--- src/verilog/spc_pkg.sv ---
package spc_pkg;
  localparam int SPC_CNT_W = 16;
  localparam logic [15:0] SPC_TARGET_MIN = 16'h0001;
  localparam logic [15:0] SPC_TARGET_DEF = 16'h0001;
  localparam logic [15:0] SPC_COUNT_ZERO = 16'h0000;
  localparam logic [15:0] SPC_COUNT_STEP = 16'h0001;
  localparam logic [15:0] SPC_COUNT_RST = 16'h0001;
  localparam logic SPC_DIR_DOWN = 1'b0;
  localparam logic SPC_DIR_UP = 1'b1;
  localparam logic SPC_CLR_MANUAL = 1'b0;
  localparam logic SPC_CLR_AUTO = 1'b1;

  typedef enum logic {SPC_COUNTING, SPC_DONE} spc_state_t;

  typedef struct packed {
    logic cnt_s1;
    logic cnt_s2;
    logic cnt_prev;
    logic clr_s1;
    logic clr_s2;
    logic [15:0] count_value;
    logic done;
    logic tgt_bad;
    spc_state_t state;
  } spc_regs_t;
endpackage : spc_pkg

--- src/verilog/spc_safety_pulse_counter.sv ---
`timescale 1ns/1ps
module spc_safety_pulse_counter
  import spc_pkg::*;
#(
  parameter int CNT_W = SPC_CNT_W
)
(
  input wire logic core_clk,
  input wire logic reset_n,
  input wire logic count_in,
  input wire logic clear_in,
  input wire logic count_up,
  input wire logic clear_auto,
  input wire logic [15:0] count_target,
  output logic [15:0] count_value,
  output logic done,
  output logic target_invalid
);

  // Ports and state are sixteen bits wide; other widths are refused
  if (CNT_W != SPC_CNT_W) begin : g_bad_width
    $error("spc_safety_pulse_counter: CNT_W must be 16");
  end

  spc_regs_t r_ff;
  spc_regs_t nxt_r;
  logic tgt_zero;
  logic [15:0] tgt;
  logic [15:0] start_val;
  logic [15:0] term_val;
  logic [15:0] stepped;
  logic rise;
  logic manual_clr;
  logic auto_release;

  // Direction decode, shared by start, terminal and step
  function automatic logic dir_is_up(
    input logic dir
  );
    dir_is_up = (dir == SPC_DIR_UP);
  endfunction : dir_is_up

  // Zero is outside the target range
  function automatic logic target_bad(
    input logic [15:0] target
  );
    target_bad = (target < SPC_TARGET_MIN);
  endfunction : target_bad

  function automatic logic [15:0] start_of(
    input logic dir,
    input logic [15:0] target
  );
    if (dir_is_up(dir)) begin
      start_of = SPC_COUNT_ZERO;
    end else begin
      start_of = target;
    end
  endfunction : start_of

  function automatic logic [15:0] term_of(
    input logic dir,
    input logic [15:0] target
  );
    if (dir_is_up(dir)) begin
      term_of = target;
    end else begin
      term_of = SPC_COUNT_ZERO;
    end
  endfunction : term_of

  // Wraps only if the target moves to or below the count while counting up, count_up changes in mid-count, or an up count to target 1 starts from reset
  function automatic logic [15:0] step_of(
    input logic dir,
    input logic [15:0] value
  );
    if (dir_is_up(dir)) begin
      step_of = value + SPC_COUNT_STEP;
    end else begin
      step_of = value - SPC_COUNT_STEP;
    end
  endfunction : step_of

  function automatic logic edge_up(
    input logic cur,
    input logic prev
  );
    edge_up = cur && !prev;
  endfunction : edge_up

  // Target of zero is out of range; fall back to default
  always_comb begin
    tgt_zero = target_bad(count_target);
    if (tgt_zero) begin
      tgt = SPC_TARGET_DEF;
    end else begin
      tgt = count_target;
    end
    start_val = start_of(count_up, tgt);
    term_val = term_of(count_up, tgt);
    stepped = step_of(count_up, r_ff.count_value);
  end

  always_comb begin
    nxt_r = r_ff;
    // Two stages since both inputs may be asynchronous to this clock
    nxt_r.cnt_s1 = count_in;
    nxt_r.cnt_s2 = r_ff.cnt_s1;
    nxt_r.clr_s1 = clear_in;
    nxt_r.clr_s2 = r_ff.clr_s1;
    nxt_r.cnt_prev = r_ff.cnt_s2;
    nxt_r.tgt_bad = tgt_zero;
    rise = edge_up(r_ff.cnt_s2, r_ff.cnt_prev);
    manual_clr = (clear_auto == SPC_CLR_MANUAL) && r_ff.clr_s2;
    auto_release = (clear_auto == SPC_CLR_AUTO) && !r_ff.cnt_s2;
    // Clear wins over a count edge in the same scan
    if (manual_clr) begin
      nxt_r.count_value = start_val;
      nxt_r.done = 1'b0;
      nxt_r.state = SPC_COUNTING;
    end else begin
      unique case (r_ff.state)
        SPC_COUNTING: begin
          if (rise) begin
            nxt_r.count_value = stepped;
            if (stepped == term_val) begin
              nxt_r.done = 1'b1;
              nxt_r.state = SPC_DONE;
            end
          end
        end
        SPC_DONE: begin
          // Count held at terminal value until auto release reloads the start value
          if (auto_release) begin
            nxt_r.count_value = start_val;
            nxt_r.done = 1'b0;
            nxt_r.state = SPC_COUNTING;
          end
        end
      endcase
    end
  end

  // Reset loads the default down start; other setups need one clear
  always_ff @(posedge core_clk) begin
    if (!reset_n) begin
      r_ff <= '{cnt_s1: 1'b0,
                cnt_s2: 1'b0,
                cnt_prev: 1'b0,
                clr_s1: 1'b0,
                clr_s2: 1'b0,
                count_value: SPC_COUNT_RST,
                done: 1'b0,
                tgt_bad: 1'b0,
                state: SPC_COUNTING};
    end else begin
      r_ff <= nxt_r;
    end
  end

  assign count_value = r_ff.count_value;
  assign done = r_ff.done;
  assign target_invalid = r_ff.tgt_bad;

endmodule : spc_safety_pulse_counter
--- config.mk ---
export PLATFORM = sky130hd
export DESIGN_NAME = spc_safety_pulse_counter
export DESIGN_NICKNAME = d
export VERILOG_FILES = /design/src/verilog/spc_pkg.sv /design/src/verilog/spc_safety_pulse_counter.sv
export SDC_FILE = /design/constraint.sdc
export NUM_CORES = 1
export LEC_CHECK = 0
export BUFFER_PORTS_ARGS = -buffer_cell sky130_fd_sc_hd__buf_4
export CORE_ASPECT_RATIO = 1.4
export CORE_UTILIZATION = 55
export DETAILED_ROUTE_END_ITERATION = 10
export GPL_TIMING_DRIVEN = 0
export PLACE_DENSITY_LB_ADDON = 0.08
export SYNTH_ARGS = -nofsm -noshare
export SYNTH_HDL_FRONTEND = slang
export SYNTH_SLANG_ARGS = --single-unit
--- constraint.sdc ---
create_clock -name core_clk -period 10.8 [get_ports core_clk]
set_clock_uncertainty 0.2 [all_clocks]
set_input_delay 2.16 -clock core_clk [delete_from_list [all_inputs] [get_ports core_clk]]
set_output_delay 2.16 -clock core_clk [all_outputs]
set_load 0.01 [all_outputs]
# Yosys cells after proc, flatten, opt, wreduce, memory -nomap -nowiden

Index checks and enable logic that the tools add are counted.

Flip-flop bits (word level): 24
Output and inout port bits: 18
Input port bits: 22

Mux-type cells: 13
Equal/unequal tests: 6
$lt $le $gt $ge: 1
Bitwise operators: 3
Reduce and logical (&&, ||, !) cells: 8
Add/sub/neg operators: 2

Operators with widths:

| kind                  | count |
|---|---|
| $mux 16               | 4 |
| $mux 17               | 3 |
| $pmux 17 s2           | 1 |
| $add 16x1->16 const B | 1 |
| $eq 16x16->1          | 1 |
| $lt 16x1->1 const B   | 1 |
| $sub 16x1->16 const B | 1 |
| $mux 1                | 4 |
| $ne 2x2->1 const B    | 2 |
| $logic_and 1x1->1     | 3 |
| $ne 3x1->1 const B    | 1 |
| $ne 3x3->1 const B    | 1 |
| $not 1->1             | 3 |
| $reduce_and 3->1      | 1 |
| $logic_not 1->1       | 2 |
| $ne 2x1->1 const B    | 1 |
| $pmux 1 s2            | 1 |
| $reduce_and 2->1      | 1 |
| $reduce_or 2->1       | 1 |

# Logic depth before layout (Yosys ltp)

Word-level depth: 8
Mapped depth: 15

# Worst setup path before layout

OpenSTA, ideal clock, no wires.

Kind: in2reg
Start: in count_up
End: reg r_ff[0] (netlist bit)
Arrival: 5.570 ns
Required time: 10.541 ns
Slack: 4.971 ns
Stages: 13
Cells stage by stage: buf_2 > inv_1 > clkbuf_1 > clkbuf_1 > ha_1 > and3_4 > a221o_1 > or4_4 > and4_4 > a2111oi_4 > o2111ai_1 > a2111o_1 > nand2_1

Longest elaborated chain between the ends: 5
Elaborated cells on any way between the ends: 6
Those cells by class: eq/ne (1); mux (5)

RTL lines:

| what                              | RTL line                                                       | source |
|---|---|---|
| start: declaration                | spc_safety_pulse_counter.sv:12                                 | `input wire logic count_up,` |
| $mux 16, on equally long branches | spc_safety_pulse_counter.sv:77, spc_safety_pulse_counter.sv:65 |  |
| $eq 16x16->1 (*)                  | spc_safety_pulse_counter.sv:126                                | `if (stepped == term_val) begin` |
| $mux 1 (*)                        | spc_safety_pulse_counter.sv:126                                |  |
| $mux 1 (*)                        | spc_safety_pulse_counter.sv:124                                | `if (rise) begin` |
| $pmux 1 s2 (*)                    | spc_safety_pulse_counter.sv:122                                | `unique case (r_ff.state)` |
| end signal: assignment            | spc_safety_pulse_counter.sv:147                                | `r_ff <= '{cnt_s1: 1'b0,` |
| end signal: assignment            | spc_safety_pulse_counter.sv:157                                | `r_ff <= nxt_r;` |
| end: declaration                  | spc_safety_pulse_counter.sv:25                                 | `spc_regs_t r_ff;` |

Every way passes the cells marked *; elsewhere a longest branch is shown, timed or not.
A chain may end at the register's enable or synchronous reset.

# Final worst setup path

Same ends and word-level chain as after synthesis.

==> impl_metrics.toml <==
[worst_setup_path]
cpPeakStageDelay_ns = 0.92
start_kind = "input pin"
reg2reg_from = "count_value[0]"
critPathMostFrequentCell = "clkbuf_1"
end_kind = "flip-flop"
cp_slowest_cell = "clkbuf_1"
r2r_slack_ns = 7.38
endpoint = "r_ff[0]"
crit_start = "count_up"
arrival_ns = 6.51
crit_family = "buffers and inverters"
path_depth = 14
critPathRequiredTime_ns = 10.83
r2r_cells = 11
r2r-end = "r_ff[0]"
crit_type = "in -> reg"
crit_chain = "buf_4, buf_2, inv_1, clkbuf_1, clkbuf_1, ha_1, and3_4, a221o_1, or4_4, and4_4, a2111oi_4, o2111ai_1, a2111o_1, nand2_1"
cp_max_fo = 23
crit_buf_inv = 5

[grt]
grt_pass1_wl_um = 9860
grt-ovfl-total = 0
grt_pass1_vias = 2060
grt_max_degree = 24
antenna_found_initial = 0
gr-usage-all-layers_pct = 28.6

[hold_path]
hold_path_class = "reg -> reg"
hp-start = "nxt_r[22]"

[final_layout]
diodes = 0
fin_cells = 361
area_delta_synth_final_pct = 18.1
final_nets = 356
drive_above_1_share_pct = 22.3
fill_cells = 367
final_util_pct = 68.5

[detailed_routing]
drc = 6
dr.pass1.iters = 7
drt_iter0_drc = 125
viasPerCell = 6.17
routed_wl_um = 6050
drtAntennaViolNets = 0
vias = 2229
avgRoutedWirePerCell_um = 16.8

[power]
ir_drop_mv = 0.0560
cellLeakagePower_nw = 1.41
p_per_area_mw_per_mm2 = 114
power.total_mw = 0.311

[sta]
hold_viol = 0
relSlewSlack_pct = 22.0
tightestPinTransition_ns = 1.17
tns_ns = 0
setup_viol = 0
drv_slew = 0
rsz0062_at_grt = "false"
post-route-worst-setup-slack_ns = 4.32
min_period_ns = 6.48
fmax_mhz = 154
min_period_over_period_pct = 60.0

[die]
num_io_pins = 40
die-area_mm2 = 0.00448
core.rowCount = 27
die_h_um = 78.8
die-width_um = 56.8
start_util_pct = 58.1
fp.coreArea_mm2 = 0.00399

[placement]
gp_congestion = 0.901
pre_cts_ws_ns = 4.06
port_buffers = 39
dp_cells = 357
dp_hpwl_um = 4430

[run_status]
status = "finished with violations"
violations = "design-rule violations"

[clock_tree]
cts-root-buf = "clkbuf_8"
cts_sinks = 24
clk_path_buf_depth = 2
post_cts_resized = 0
cts_setup_buffers = 0
cts_tree = "yes"
cts_buffers = 3
h-tree-depth = 1
hold_buffers = 0
cts.reportedPaths.clkPinSlew_ns = 0.09
clock_latency_ns = 0.28

[logic_synthesis]
synth_warnings = 0
synth_mux_area_share_pct = 0.919
post_synth.cell_area_avg_um2 = 8.42
mappedNetlistNets = 312
synth_top_area_share_pct = 20.8
synth_most_common_cell = "dfxtp_1"
yosysSeqAreaShare_pct = 20.8
synth_top_family_by_area = "compound AO/OA/AOI/OAI gates"
netlist_area_mm2 = 0.00231
synthXorXnorAreaFrac_pct = 10.5
syn_inst = 275
ys.flop_type = "dfxtp_1"
synthArstFlopShare_pct = 0
ys_types = 59
yosys.area_share.adder_pct = 8.43
synth_enable_flop_cells = 0
ys_ff_latch = 24
synth_simple_gate_area_share_pct = 22.9
synth_common_cells = "dfxtp_1 (24), a21oi_1 (22), nand2_1 (22)"
synth_compound_area_share_pct = 28.3
yosysTopAreaCell = "dfxtp_1"
synth.area.top_cells = "dfxtp_1 (21%), ha_1 (7.6%), o211a_1 (6.1%)"

[job]
drv_cap = 0
==> area by class of cell <==
type	count	area [µm²]	share of cell area [%]
Inverter	4	15.0	0.549
Tap cell	43	53.8	1.97
Timing Repair Buffer	39	293	10.7
Multi-Input combinational cell	217	1640	60.2
Clock buffer	3	41.3	1.51
Sequential cell	24	480	17.6
Clock inverter	1	30.0	1.10
Buffer	30	175	6.41
==> power by group <==
part           internal [mW]  switching (mW)  total [mW]
Combinational         0.0638          0.0665       0.130
Clock                 0.0497          0.0330      0.0826
Sequential            0.0939         0.00433      0.0982
==> metal layers <==
layer	routed length, µm	part of all wire, %	vias to the layer above	track usage [%]
li1	-	-	1109	-
met4	201	3.3	0	17.1
met2	2900	48	68	47.6
met5	0	0	-	0
met3	326	5.4	18	3.42
met1	2620	43	1034	35.1
==> state kept, by name, indices dropped and copies added (netlist names) <==
name	cells
target_invalid	1
count_value	16
r_ff	3
done	1
nxt_r	3
==> cell usage in the layout (no fill, tap or decap), types with 3 or more instances in the layout <==
cell type  Yosys  routed
a21o_1        11      11
a21oi_1       22      22
a221o_1        3       3
and2_1         6       6
and3_1        10      10
buf_4         16      55
clkbuf_1      11      11
clkbuf_8       0       3
dfxtp_1       24      24
ha_1          14      14
inv_1          4       4
nand2_1       22      22
nand2b_1       4       4
nand3_1       10      10
nand3b_1       5       5
nand4_1        4       4
nor2_1        11      11
nor3_1         4       4
o211a_1       14      14
o211ai_1       7       7
o21ai_0        8       8
or4_1          4       4
xnor2_1       11      11
xor2_1         6       6
xor3_1         3       3
==> per-stage QoR <==
step | cell area, µm² | hold WS (ns)
final | 2730 | 0.239
after floorplan | 2310 | 0.212
after global placement | 2660 | 0.213
after CTS | 2730 | 0.244
after global routing | 2730 | 0.265
after detailed placement | 2660 | 0.221
==> worst reg2reg max path, delay by kind of cell (launching register included) <==
| family | cells | cell delay (ns) |
|---|---|---|
| adder cells (fa/ha/maj) | 1 | 0.43 |
| buffers and inverters | 1 | 0.14 |
| AND/OR/NAND/NOR | 2 | 0.27 |
| XOR/XNOR | 1 | 0.14 |
| flip-flops | 1 | 0.49 |
| AO/OA/AOI/OAI | 6 | 1.72 |
==> worst min-delay path by stage <==
stage,endpoint,cells after the start
after floorplan,nxt_r[21],1
after global placement,nxt_r[21],1
after detailed placement,nxt_r[21],1
after CTS,nxt_r[21],1
after global routing,nxt_r[21],1
final,nxt_r[21],1
==> logic make-up after synthesis <==
group | Yosys count
AO/OA/AOI/OAI | 86
XOR/XNOR | 21
adder cells (fa/ha/maj) | 15
buffers and inverters | 34
flip-flops | 24
multiplexers | 2
AND/OR/NAND/NOR | 93
Note: power is estimated with default switching activity, not from simulation.
